==> src/sw_irq_pkg.sv <==
// Package with register map, field positions and reset values of the event interrupt block
package sw_irq_pkg;

   // Printed offsets are not multiples of four: each is a register index, byte address is 4x
   localparam logic [7:0]  RAW_IDX        = 8'hf9;
   localparam logic [7:0]  STATUS_IDX     = 8'hfb;
   localparam logic [7:0]  MASK_IDX       = 8'hfd;
   localparam logic [7:0]  CLEAR_IDX      = 8'hff;
   localparam logic [7:0]  HW_IRQ_EN_IDX  = 8'hf0;
   localparam logic [7:0]  HW_IRQ_STS_IDX = 8'hf1;

   localparam int          ADDR_W         = 10;

   // Event bit positions
   localparam int          BIT_RX_DONE    = 5;
   localparam int          BIT_TX_DONE    = 4;
   localparam int          BIT_RX_TMO     = 3;
   localparam int          BIT_TUNER_ERR  = 1;
   localparam int          BIT_TUNER_DONE = 0;

   // Implemented bits; 7:6 and 2 carry no function
   localparam logic [7:0]  EVENT_BITS     = 8'h3b;
   localparam logic [7:0]  RESET_RAW      = 8'h00;
   localparam logic [7:0]  RESET_MASK     = 8'h00;
   localparam logic [7:0]  RESET_HW_EN    = 8'h00;

   // Antenna receive timeout, kept for reference by the timer owner
   localparam int          RX_TMO_MS      = 100;
   localparam int          CLK_HZ         = 10_000_000;
   localparam int          RX_TMO_CYC     = RX_TMO_MS * (CLK_HZ / 1000);

   // Byte address of a register index
   function automatic logic [ADDR_W-1:0] reg_addr(input logic [7:0] idx);
      reg_addr = {idx, 2'b00};
   endfunction : reg_addr

endpackage : sw_irq_pkg

==> src/sw_event_irq.sv <==
// Software event interrupt raw, status and mask logic with APB registers
//
// Our own choice: the APB slave port.
`timescale 1ns/1ps
`default_nettype none
module sw_event_irq
   import sw_irq_pkg::*;
#(
   parameter int HW_W = 4
) (
   input  wire logic              i_core_clk,
   input  wire logic              i_sys_rst,
   // APB slave
   input  wire logic              i_psel,
   input  wire logic              i_penable,
   input  wire logic              i_pwrite,
   input  wire logic [ADDR_W-1:0] i_paddr,
   input  wire logic [31:0]       i_pwdata,
   output logic      [31:0]       o_prdata,
   output logic                   o_pready,
   output logic                   o_pslverr,
   // Event pulses from the embedded controller
   input  wire logic              i_antenna_rx_complete,
   input  wire logic              i_antenna_tx_complete,
   input  wire logic              i_antenna_rx_timeout,
   input  wire logic              i_tuner_xfer_error,
   input  wire logic              i_tuner_xfer_done,
   // Hardware interrupt group, already sticky elsewhere
   input  wire logic [HW_W-1:0]   i_hw_irq_status,
   output logic                   o_host_irq_out
);
   typedef struct packed {
      logic [7:0]      raw;
      logic [7:0]      mask;
      logic [HW_W-1:0] hw_en;
      logic [31:0]     prdata;
      logic            pslverr;
      logic            irq;
   } irq_s;

   irq_s state_ff;
   irq_s nxt_state;

   logic            acc;
   logic            wr;
   logic            hit;
   logic [7:0]      idx;
   logic [4:0]      ev_rise;
   logic [HW_W-1:0] hw_lvl;
   logic [7:0]      ev_vec;
   logic [7:0]      clr_vec;
   logic [7:0]      status;
   logic [7:0]      wr_byte;
   logic [7:0]      keep_vec;
   logic            setup;
   logic            irq_cond;

   sw_irq_apb u_apb (
      .i_core_clk (i_core_clk),
      .i_sys_rst  (i_sys_rst),
      .i_psel     (i_psel),
      .i_penable  (i_penable),
      .i_pwrite   (i_pwrite),
      .i_paddr    (i_paddr),
      .o_acc      (acc),
      .o_wr       (wr),
      .o_hit      (hit),
      .o_idx      (idx)
   );

   // Controller events come from another block; treated as asynchronous
   sw_irq_sync #(.W(5)) u_ev_sync (
      .i_core_clk (i_core_clk),
      .i_sys_rst  (i_sys_rst),
      .i_async    ({i_antenna_rx_complete, i_antenna_tx_complete, i_antenna_rx_timeout,
                    i_tuner_xfer_error, i_tuner_xfer_done}),
      .o_rise     (ev_rise)
   );

   assign hw_lvl = i_hw_irq_status;

   // Place synchronised events into register layout
   always_comb begin
      ev_vec                 = 8'h00;
      ev_vec[BIT_RX_DONE]    = ev_rise[4];
      ev_vec[BIT_TX_DONE]    = ev_rise[3];
      ev_vec[BIT_RX_TMO]     = ev_rise[2];
      ev_vec[BIT_TUNER_ERR]  = ev_rise[1];
      ev_vec[BIT_TUNER_DONE] = ev_rise[0] & ~ev_rise[1];
   end

   // Write-one-to-clear strobe; never stored, so it reads back as zero
   assign wr_byte = i_pwdata[7:0];
   assign clr_vec = (wr && hit && idx == CLEAR_IDX) ? (wr_byte & EVENT_BITS) : 8'h00;

   // Status is combinational from raw and mask, so clearing raw clears it too
   assign status = state_ff.raw & state_ff.mask & EVENT_BITS;
   assign irq_cond = (|status) | (|(hw_lvl & state_ff.hw_en));

   // Setup phase for read mux and checks; surviving raw bits for checks only
   assign setup    = i_psel & ~i_penable;
   assign keep_vec = state_ff.raw & ~clr_vec;

   // Mapped register test; misaligned addresses never hit a register
   function automatic logic reg_mapped(input logic [ADDR_W-1:0] a);
      logic [7:0] ix;
      ix         = a[ADDR_W-1:2];
      reg_mapped = (a[1:0] == 2'b00) &&
                   (ix == RAW_IDX || ix == STATUS_IDX || ix == MASK_IDX ||
                    ix == CLEAR_IDX || ix == HW_IRQ_EN_IDX || ix == HW_IRQ_STS_IDX);
   endfunction : reg_mapped

   // Register update and read mux
   always_comb begin
      nxt_state         = state_ff;
      // Set wins over clear so an event in the clearing cycle is kept
      nxt_state.raw     = ((state_ff.raw & ~clr_vec) | ev_vec) & EVENT_BITS;
      nxt_state.pslverr = 1'b0;
      nxt_state.prdata  = 32'h0000_0000;
      if (wr && hit && idx == MASK_IDX) begin
         nxt_state.mask = wr_byte & EVENT_BITS;
      end
      if (wr && hit && idx == HW_IRQ_EN_IDX) begin
         nxt_state.hw_en = i_pwdata[HW_W-1:0];
      end
      if (setup) begin
         // Read data prepared in setup phase, presented in access phase
         unique case (i_paddr[ADDR_W-1:2])
            RAW_IDX:        nxt_state.prdata = {24'h000000, state_ff.raw};
            STATUS_IDX:     nxt_state.prdata = {24'h000000, status};
            MASK_IDX:       nxt_state.prdata = {24'h000000, state_ff.mask};
            HW_IRQ_EN_IDX:  nxt_state.prdata = {{(32-HW_W){1'b0}}, state_ff.hw_en};
            HW_IRQ_STS_IDX: nxt_state.prdata = {{(32-HW_W){1'b0}}, hw_lvl};
            default:        nxt_state.prdata = 32'h0000_0000;
         endcase
         nxt_state.pslverr = !reg_mapped(i_paddr);
      end
      // Registered level, one cycle behind the status it reflects
      nxt_state.irq = irq_cond;
   end

   always_ff @(posedge i_core_clk) begin
      if (i_sys_rst) begin
         state_ff.raw     <= RESET_RAW;
         state_ff.mask    <= RESET_MASK;
         state_ff.hw_en   <= '0;
         state_ff.prdata  <= 32'h0000_0000;
         state_ff.pslverr <= 1'b0;
         state_ff.irq     <= 1'b0;
      end else begin
         state_ff <= nxt_state;
      end
   end

   // Zero wait state slave; pready tied high, other outputs straight from flip-flops
   assign o_prdata       = state_ff.prdata;
   assign o_pslverr      = state_ff.pslverr; // Set at setup, cleared at access edge
   assign o_pready       = 1'b1;
   assign o_host_irq_out = state_ff.irq;

   property p_status_and;
      @(posedge i_core_clk) disable iff (i_sys_rst)
      (setup && i_paddr == reg_addr(STATUS_IDX)) |=>
         (o_prdata == {24'h000000, $past(state_ff.raw) & $past(state_ff.mask)});
   endproperty
   a_status_and: assert property (p_status_and)
      else $error("Status is not raw AND mask");

   property p_raw_clr_status;
      @(posedge i_core_clk) disable iff (i_sys_rst)
      (clr_vec[BIT_RX_TMO] && !ev_vec[BIT_RX_TMO]) |=> !status[BIT_RX_TMO];
   endproperty
   a_raw_clr_status: assert property (p_raw_clr_status)
      else $error("Status bit survived raw clear");

   property p_irq_set;
      @(posedge i_core_clk) disable iff (i_sys_rst)
      (|status) |=> o_host_irq_out;
   endproperty
   a_irq_set: assert property (p_irq_set)
      else $error("Interrupt missing for unmasked status");

   property p_irq_hw;
      @(posedge i_core_clk) disable iff (i_sys_rst)
      (|(hw_lvl & state_ff.hw_en)) |=> o_host_irq_out;
   endproperty
   a_irq_hw: assert property (p_irq_hw)
      else $error("Interrupt missing for hardware source");

   property p_rx_done;
      @(posedge i_core_clk) disable iff (i_sys_rst)
      ev_rise[4] |=> state_ff.raw[5];
   endproperty
   a_rx_done: assert property (p_rx_done)
      else $error("Receive complete not recorded");

   property p_tx_done;
      @(posedge i_core_clk) disable iff (i_sys_rst)
      (ev_rise[3] && state_ff.mask[4] && !(wr && hit && idx == MASK_IDX)) |=> status[4];
   endproperty
   a_tx_done: assert property (p_tx_done)
      else $error("Transmit complete status not set");

   property p_rx_tmo;
      @(posedge i_core_clk) disable iff (i_sys_rst)
      (ev_rise[2] && state_ff.mask[3] && !(wr && hit && idx == MASK_IDX)) |=> status[3];
   endproperty
   a_rx_tmo: assert property (p_rx_tmo)
      else $error("Receive timeout status not set");

   property p_tuner_err;
      @(posedge i_core_clk) disable iff (i_sys_rst)
      ev_rise[1] |=> state_ff.raw[1];
   endproperty
   a_tuner_err: assert property (p_tuner_err)
      else $error("Tuner error not recorded");

   property p_tuner_done_err;
      @(posedge i_core_clk) disable iff (i_sys_rst)
      (ev_rise[1] && ev_rise[0] && !state_ff.raw[0]) |=> !state_ff.raw[0];
   endproperty
   a_tuner_done_err: assert property (p_tuner_done_err)
      else $error("Tuner done set together with error");

   property p_masked;
      @(posedge i_core_clk) disable iff (i_sys_rst)
      (state_ff.mask == 8'h00 && hw_lvl == '0) ##1 (state_ff.mask == 8'h00 && hw_lvl == '0)
         |=> !o_host_irq_out;
   endproperty
   a_masked: assert property (p_masked)
      else $error("Masked event raised interrupt");

   property p_reserved;
      @(posedge i_core_clk) disable iff (i_sys_rst)
      (state_ff.raw[7:6] == 2'b00) && !state_ff.raw[2] && (state_ff.mask & 8'hc4) == 8'h00;
   endproperty
   a_reserved: assert property (p_reserved)
      else $error("Reserved bit set");

   property p_irq_drop;
      @(posedge i_core_clk) disable iff (i_sys_rst)
      (status == 8'h00 && (hw_lvl & state_ff.hw_en) == '0) |=> !o_host_irq_out;
   endproperty
   a_irq_drop: assert property (p_irq_drop)
      else $error("Interrupt stuck after clear");

   property p_rx_done_sts;
      @(posedge i_core_clk) disable iff (i_sys_rst)
      (ev_rise[4] && state_ff.mask[5] && !(wr && hit && idx == MASK_IDX)) |=> status[5];
   endproperty
   a_rx_done_sts: assert property (p_rx_done_sts)
      else $error("Receive complete status not set");

   property p_tuner_err_sts;
      @(posedge i_core_clk) disable iff (i_sys_rst)
      (ev_rise[1] && state_ff.mask[1] && !(wr && hit && idx == MASK_IDX)) |=> status[1];
   endproperty
   a_tuner_err_sts: assert property (p_tuner_err_sts)
      else $error("Tuner error status not set");

   property p_tuner_done;
      @(posedge i_core_clk) disable iff (i_sys_rst)
      (ev_rise[0] && !ev_rise[1]) |=> state_ff.raw[0];
   endproperty
   a_tuner_done: assert property (p_tuner_done)
      else $error("Tuner done not recorded");

   property p_raw_sticky;
      @(posedge i_core_clk) disable iff (i_sys_rst)
      (keep_vec != 8'h00) |=> ((state_ff.raw & $past(keep_vec)) == $past(keep_vec));
   endproperty
   a_raw_sticky: assert property (p_raw_sticky)
      else $error("Raw bit lost without clear");

   property p_raw_read;
      @(posedge i_core_clk) disable iff (i_sys_rst)
      (setup && i_paddr == reg_addr(RAW_IDX)) |=>
         (o_prdata == {24'h000000, $past(state_ff.raw)});
   endproperty
   a_raw_read: assert property (p_raw_read)
      else $error("Raw read data wrong");

   property p_raw_clear;
      @(posedge i_core_clk) disable iff (i_sys_rst)
      (clr_vec != 8'h00) |=> ((state_ff.raw & $past(clr_vec) & ~$past(ev_vec)) == 8'h00);
   endproperty
   a_raw_clear: assert property (p_raw_clear)
      else $error("Raw bit survived clear");

   property p_clear_reads_zero;
      @(posedge i_core_clk) disable iff (i_sys_rst)
      (setup && i_paddr == reg_addr(CLEAR_IDX)) |=> (o_prdata == 32'h0000_0000);
   endproperty
   a_clear_reads_zero: assert property (p_clear_reads_zero)
      else $error("Clear register read not zero");

   property p_mask_write;
      @(posedge i_core_clk) disable iff (i_sys_rst)
      (wr && hit && idx == MASK_IDX) |=> (state_ff.mask == ($past(wr_byte) & EVENT_BITS));
   endproperty
   a_mask_write: assert property (p_mask_write)
      else $error("Mask write not stored");

   property p_mask_hold;
      @(posedge i_core_clk) disable iff (i_sys_rst)
      !(wr && hit && idx == MASK_IDX) |=> $stable(state_ff.mask);
   endproperty
   a_mask_hold: assert property (p_mask_hold)
      else $error("Mask changed without write");

   property p_reserved_read;
      @(posedge i_core_clk) disable iff (i_sys_rst)
      (setup && (i_paddr == reg_addr(STATUS_IDX) || i_paddr == reg_addr(MASK_IDX) ||
                 i_paddr == reg_addr(RAW_IDX))) |=> ((o_prdata & 32'hffff_ffc4) == 32'h0000_0000);
   endproperty
   a_reserved_read: assert property (p_reserved_read)
      else $error("Reserved bit read as one");

   property p_irq_level;
      @(posedge i_core_clk) disable iff (i_sys_rst)
      o_host_irq_out |-> $past(irq_cond);
   endproperty
   a_irq_level: assert property (p_irq_level)
      else $error("Interrupt high without cause");

   property p_slverr_access;
      @(posedge i_core_clk) disable iff (i_sys_rst)
      o_pslverr |-> acc;
   endproperty
   a_slverr_access: assert property (p_slverr_access)
      else $error("Error flag outside access phase");
endmodule : sw_event_irq
`default_nettype wire

==> src/sw_irq_apb.sv <==
// APB slave front end: decodes one completed access into strobes
`timescale 1ns/1ps
`default_nettype none
module sw_irq_apb
   import sw_irq_pkg::*;
(
   input  wire logic              i_core_clk,
   input  wire logic              i_sys_rst,
   input  wire logic              i_psel,
   input  wire logic              i_penable,
   input  wire logic              i_pwrite,
   input  wire logic [ADDR_W-1:0] i_paddr,
   output logic                   o_acc,
   output logic                   o_wr,
   output logic                   o_hit,
   output logic      [7:0]        o_idx
);
   typedef struct packed {
      logic dummy;
   } apb_s;

   apb_s state_ff;
   apb_s nxt_state;

   // Zero wait states: access phase completes in its first cycle
   always_comb begin
      nxt_state       = state_ff;
      nxt_state.dummy = i_psel & ~i_penable;
      o_acc           = i_psel & i_penable;
      o_wr            = i_psel & i_penable & i_pwrite;
      o_idx           = i_paddr[ADDR_W-1:2];
      o_hit           = (i_paddr[1:0] == 2'b00) &&
                        (o_idx == RAW_IDX || o_idx == STATUS_IDX || o_idx == MASK_IDX ||
                         o_idx == CLEAR_IDX || o_idx == HW_IRQ_EN_IDX ||
                         o_idx == HW_IRQ_STS_IDX);
   end

   // Setup-phase tracker, kept only for the access-order check below
   always_ff @(posedge i_core_clk) begin
      if (i_sys_rst) begin
         state_ff <= '0;
      end else begin
         state_ff <= nxt_state;
      end
   end

   property p_apb_setup_first;
      @(posedge i_core_clk) disable iff (i_sys_rst)
      $rose(i_penable) |-> state_ff.dummy;
   endproperty
   a_apb_setup_first: assert property (p_apb_setup_first)
      else $error("Access phase without setup phase");
endmodule : sw_irq_apb
`default_nettype wire

==> src/sw_irq_sync.sv <==
// Three-stage synchroniser with agreement filter for event pulses from outside
`timescale 1ns/1ps
`default_nettype none
module sw_irq_sync #(
   parameter int W = 5
) (
   input  wire logic         i_core_clk,
   input  wire logic         i_sys_rst,
   input  wire logic [W-1:0] i_async,
   output logic      [W-1:0] o_rise
);
   typedef struct packed {
      logic [W-1:0] s1;
      logic [W-1:0] s2;
      logic [W-1:0] s3;
      logic [W-1:0] lvl;
      logic [W-1:0] rise;
   } sync_s;

   sync_s state_ff;
   sync_s nxt_state;

   // Only s2 and s3 are compared; s1 feeds s2 alone to limit metastability
   always_comb begin
      nxt_state      = state_ff;
      nxt_state.s1   = i_async;
      nxt_state.s2   = state_ff.s1;
      nxt_state.s3   = state_ff.s2;
      for (int i = 0; i < W; i++) begin
         if (state_ff.s2[i] == state_ff.s3[i]) begin
            nxt_state.lvl[i] = state_ff.s3[i];
         end
      end
      nxt_state.rise = nxt_state.lvl & ~state_ff.lvl;
   end

   always_ff @(posedge i_core_clk) begin
      if (i_sys_rst) begin
         state_ff <= '0;
      end else begin
         state_ff <= nxt_state;
      end
   end

   assign o_rise = state_ff.rise;
endmodule : sw_irq_sync
`default_nettype wire
==> config.mk <==
export PLATFORM = sky130hd
export DESIGN_NAME = sw_event_irq
export DESIGN_NICKNAME = d
export VERILOG_FILES = /design/src/sw_irq_pkg.sv /design/src/sw_event_irq.sv /design/src/sw_irq_apb.sv /design/src/sw_irq_sync.sv
export SDC_FILE = /design/constraint.sdc
export NUM_CORES = 1
export LEC_CHECK = 0
export ABC_AREA = 0
export BUFFER_PORTS_ARGS = -buffer_cell sky130_fd_sc_hd__buf_2
export CAP_MARGIN = 20
export CORE_UTILIZATION = 40
export DETAILED_ROUTE_END_ITERATION = 8
export PLACE_DENSITY_LB_ADDON = 0.2
export SYNTH_ARGS = -nofsm -noshare
export SYNTH_HDL_FRONTEND = slang
export SYNTH_SLANG_ARGS = --single-unit
==> constraint.sdc <==
create_clock -name i_core_clk -period 1.4 [get_ports i_core_clk]
set_clock_uncertainty 0.2 [all_clocks]
set_input_delay 0 -clock i_core_clk [delete_from_list [all_inputs] [get_ports i_core_clk]]
set_output_delay 0 -clock i_core_clk [all_outputs]
set_load 0.05 [all_outputs]
; ---- Word-level counts from Yosys, hierarchy flattened
; Index checks and enable logic that the tools add are counted.
[op_classes]
n_eq_ne = 11
muxes = 7
n_bitwise = 15
n_reduce_logical = 15
[ops]
columns = operator, n
row1 = == test 8 bit (second input constant), 6
row2 = one-hot mux 6 bit (5 select lines), 1
row3 = AND 6 bit, 2
row4 = two-way mux 6 bit, 1
row5 = NOT 6 bit, 1
row6 = bitwise OR 6 bit, 1
row7 = AND 5 bit, 1
row8 = == test 1 bit, 5
row9 = logical AND 1 bit, 5
row10 = logical OR 1 bit, 5
row11 = two-way mux 1 bit, 5
row12 = NOT 5 bit, 1
row13 = OR reduction 5 bit, 1
row14 = AND 1 bit, 4
row15 = AND 4 bit, 1
row16 = OR reduction 4 bit, 1
row17 = NOT 1 bit, 3
row18 = logical NOT 2 bit, 1
row19 = OR reduction 2 bit, 1
row20 = logical NOT 1 bit, 1
row21 = bitwise OR 1 bit, 1
[totals]
register_bits = 73
inputBits = 56
word_cells = 59

; ---- Depth between registers and ports, before layout
[depth]
depth_word = 13
mapped_depth = 5
ltp_nobuf = 3

; ---- Hierarchy
; From an unflattened synthesis, not the netlist that was laid out.
[hier_totals]
cells_unflattened = 231
area_unflattened_um2 = 2218.4
[modules_own_cells]
columns = module, n_inst, cells_per_inst, area_each_um2, seq_area_each_um2
row1 = sw_event_irq, 1, 150, 1336.3, 440.4
row2 = sw_irq_sync, 1, 67, 778.2, 500.5
row3 = sw_irq_apb, 1, 14, 103.8, 0.0

; ---- Worst setup path before layout
; OpenSTA, ideal clock, no wires.
[synth_path]
path_kind = in2reg
start = in i_paddr[2]
end = reg state_ff[34] in the netlist's numbering
setup_time_ns = 0.119
arrival_time_ns = 1.114
required_ns = 1.081
path_slack_ns = -0.033
path_stages = 5
path_buffers = 2
cell_sequence = buf_4 -> nor4_4 -> or4b_1 -> buf_2 -> mux2i_1
[synth_between]
elab_chain_len = 9
[synth_lines]
columns = item, line_no
row1 = start: declaration, sw_event_irq.sv:17  ; input wire logic [ADDR_W-1:0] i_paddr,
row2 = == test 8 bit, sw_irq_apb.sv:33  ; (o_idx == RAW_IDX || o_idx == STATUS_IDX || o_idx == MASK_IDX ||
row3 = logical OR 1 bit (3 in a row), sw_irq_apb.sv:33
row4 = logical OR 1 bit (2 in a row), sw_irq_apb.sv:34  ; o_idx == CLEAR_IDX || o_idx == HW_IRQ_EN_IDX ||
row5 = logical AND 1 bit, sw_irq_apb.sv:32  ; o_hit = (i_paddr[1:0] == 2'b00) &&
row6 = logical AND 1 bit, sw_event_irq.sv:123  ; if (wr && hit && idx == HW_IRQ_EN_IDX) begin
row7 = logical AND 1 bit (*), sw_event_irq.sv:123
row8 = end signal: assignment, sw_event_irq.sv:151  ; state_ff <= nxt_state;
row9 = end: declaration, sw_event_irq.sv:41  ; irq_s state_ff;
; Mark *: on every way between the ends. The rest lies on a longest branch, timed or not.
; A chain may end at the register's enable or synchronous reset.

; ---- Final worst setup path
[layout_path]
start = in i_hw_irq_status[0]
end = reg state_ff, in the netlist o_prdata[0]
[layout_between]
elab_chain_len = 1
[layout_lines]
columns = item, line_no
row1 = start: declaration, sw_event_irq.sv:29  ; input wire logic [HW_W-1:0] i_hw_irq_status,
row2 = one-hot mux 6 bit (5 select lines), sw_event_irq.sv:128  ; unique case (i_paddr[ADDR_W-1:2])
; Every way passes these cells.

==> metrics.txt <==
post-layout util=0.506; yosys warns=0; share of layout cells above drive strength 1=0.241; first-pass GRT wire length=6.07 mm; # setup viols final=0; drt pass-1 iters=4; Die Y-Extent=74.9 um; Slew @ Worst Pin=496 ps; hold_ws=-30.5 ps; leakage=1.10 nW; H-tree depth=2; Worst Path Class, Setup=primary input to flip-flop; maximum capacitance violations=0; Nets=337; Port Buffers=37; Register-to-Register Path Depth=3; Starting Density=0.417; crit path to=o_prdata[0]$_SDFF_PP0_; r2r endpoint=o_prdata[0]$_SDFF_PP0_; Vias/cell=between 4 and 5; worst path required time=1360 ps; peak supply drop=about 0.56 mV; worst r2r src=state_ff[46]$_SDFF_PP0_; Crit. End Element=flip-flop; hpwl dp=2.78 mm; Synth cell types=38; maximum clock rate=0.761 GHz; total power=0.00257 W; DIE AREA=5620 um^2; ant diodes=0; initial antenna violation count=0; max incr delay on CP=between 500 and 600 ps; die span in x=74.9 um; Synth top area share=0.442; Synth-to-Final Area Change=21.3%; failing checks=negative hold slack; Synth Instances=223; final hold vios=1; WP data arrival=between 1000 and 1500 ps; Clock Tree Root=clkbuf_8; Slew headroom=0.666; Seq/Total Area, Yosys=0.442; cell area after synthesis=~2100 um^2; placed cell areas=2310 um^2; row count=26; total wire length=3.90 mm; synthesized area per cell=around 9.5 um^2; vias in the first global route=1368; most common cell in the netlist=dfxtp_1; total gr overflow=0; DRC=0; CTS hold repair buffers=17; Crit Path Max Fanout=2; Fin Setup TNS=0 ps; startpoint class of the critical path=primary input; Clock Latency Late Sink=290 ps; CP cell instances=dlygate4sd3_1, buf_2, mux2_2, a32oi_1, a221oi_2; via count=between 1500 and 2000; CTS buffer count=5; Overall Global Routing Usage=0.145; CTS tree=built; crit path from=i_hw_irq_status[0]; Yosys reg bits=47; Slew Viols, Final=0; most instantiated cells after synthesis=dfxtp_1, buf_4, nor2b_1; Synth Flop Type=dfxtp_1; core area=5110 um^2; period utilisation layout=0.939; top cells by area, synth=dfxtp_1, buf_4, nor2b_1; minimum clock period=1310 ps; remaining antenna violation count=0; R2R Setup Slk=roughly 100 ps; CTS Buffer Depth=2; Tightest Hold Check Type=primary input to flip-flop; Clk pin slew, worst setup/hold paths=90 ps; DR WL/cell=11.1 um; status=finished, violations left; pin count of the biggest net entering global routing=between 40 and 50; Post-synth EDFFs=0; IO Pins=91; post-synth top area cell=dfxtp_1; fin area=2580 um^2; RD Place Congestion=between 0.8 and 0.9; P per Cell Area=about 1000 nW/um^2; 1st-iter DRT viols=38; Slowest-stage cell, CP=dlygate4sd3_1; Sink Count=47; fraction of registers with async set/reset=0; RSZ-0062 raised after global routing=no; # Post-CTS Setup Buffers=0
## cell families after synthesis
logic type / synth area share
mux: 0.0635
other cells: 0.00353
flops: 0.442
simple gates: 0.206
buf+inv: 0.153
compound gates: 0.131
## flip-flops by register name, indices dropped and copies added (netlist names)
name	cells
u_ev_sync.state_ff	10
u_ev_sync.nxt_state	10
o_pslverr	1
state_ff	14
o_host_irq_out	1
u_ev_sync.o_rise	5
o_prdata	6
## per-stage QoR
stage          std cells  hold slack (ps)  worst slack (ps)
5_1_grt              352            -12.5              54.6
2_1_floorplan        248             -100             -19.7
6_report             352            -30.5              85.5
4_1_cts              352            -43.6              99.5
3_5_place_dp         327             8.67              -174
3_3_place_gp         327             6.22              -155
## routing by layer
metal | track usage | wire [um] | share of wire | vias up
met5 | 0 | 0 | 0 | -
met4 | 0.0650 | 49 | 0.013 | 0
met3 | 0.0348 | 229 | 0.059 | 5
met2 | 0.241 | 1770 | 0.45 | 54
met1 | 0.179 | 1850 | 0.47 | 701
li1 | - | - | - | 827
## worst min path at each step
stage / start / end / cells after the start
after CTS: i_paddr[0] / o_pslverr$_SDFF_PP0_ / 4
final: i_paddr[0] / o_pslverr$_SDFF_PP0_ / 4
after global placement: i_pwdata[5] / state_ff[51]$_SDFF_PP0_ / 2
after detailed placement: i_pwdata[5] / state_ff[51]$_SDFF_PP0_ / 2
after global routing: i_paddr[0] / o_pslverr$_SDFF_PP0_ / 4
after floorplan: i_pwdata[1] / state_ff[47]$_SDFF_PP0_ / 1
## where the power goes
part | internal [W] | leakage [nW] | total (W) | switching [W]
registers | 0.00136 | 0.381 | 0.00136 | 0.00000696
clock network | 0.000405 | 0.0484 | 0.000836 | 0.000431
logic | 0.000120 | 0.666 | 0.000376 | 0.000256
total | 0.00188 | 1.10 | 0.00257 | 0.000694
## final cells by class
class | count | area (um^2)
Timing Repair Buffer | 70 | 475
Sequential cell | 47 | 941
Tap cell | 70 | 87.6
Inverter | 6 | 22.5
Clock inverter | 1 | 8.76
Multi-Input combinational cell | 151 | 961
Clock buffer | 7 | 86.3
Fill cell | 502 | 2520
## layout by cell type, fill, tap and decap left out, drive strengths merged, types with 3 or more instances in the layout
cell,instances
nand2,10
nor2,4
a21oi,7
clkbuf,7
a32oi,3
a221oi,4
nand2b,15
mux2,4
o21ai,8
a31oi,5
nor2b,21
nor3,6
mux2i,9
o211ai,3
buf,53
inv,6
conb,27
nor4,3
dfxtp,47
o21bai,4
dlygate4sd3,17
## worst max-delay path, delay by kind of cell
kind | cells | cell delay [ps]
mux | 1 | 260
buf+inv | 2 | 690
compound gates | 2 | 330
## repair_timing
item	in CTS	in global routing
gates resized for setup	0	1
hold endpoints to repair	27	1
endpoints found under the setup margin	0	1
(Power assumes the default switching activity.)
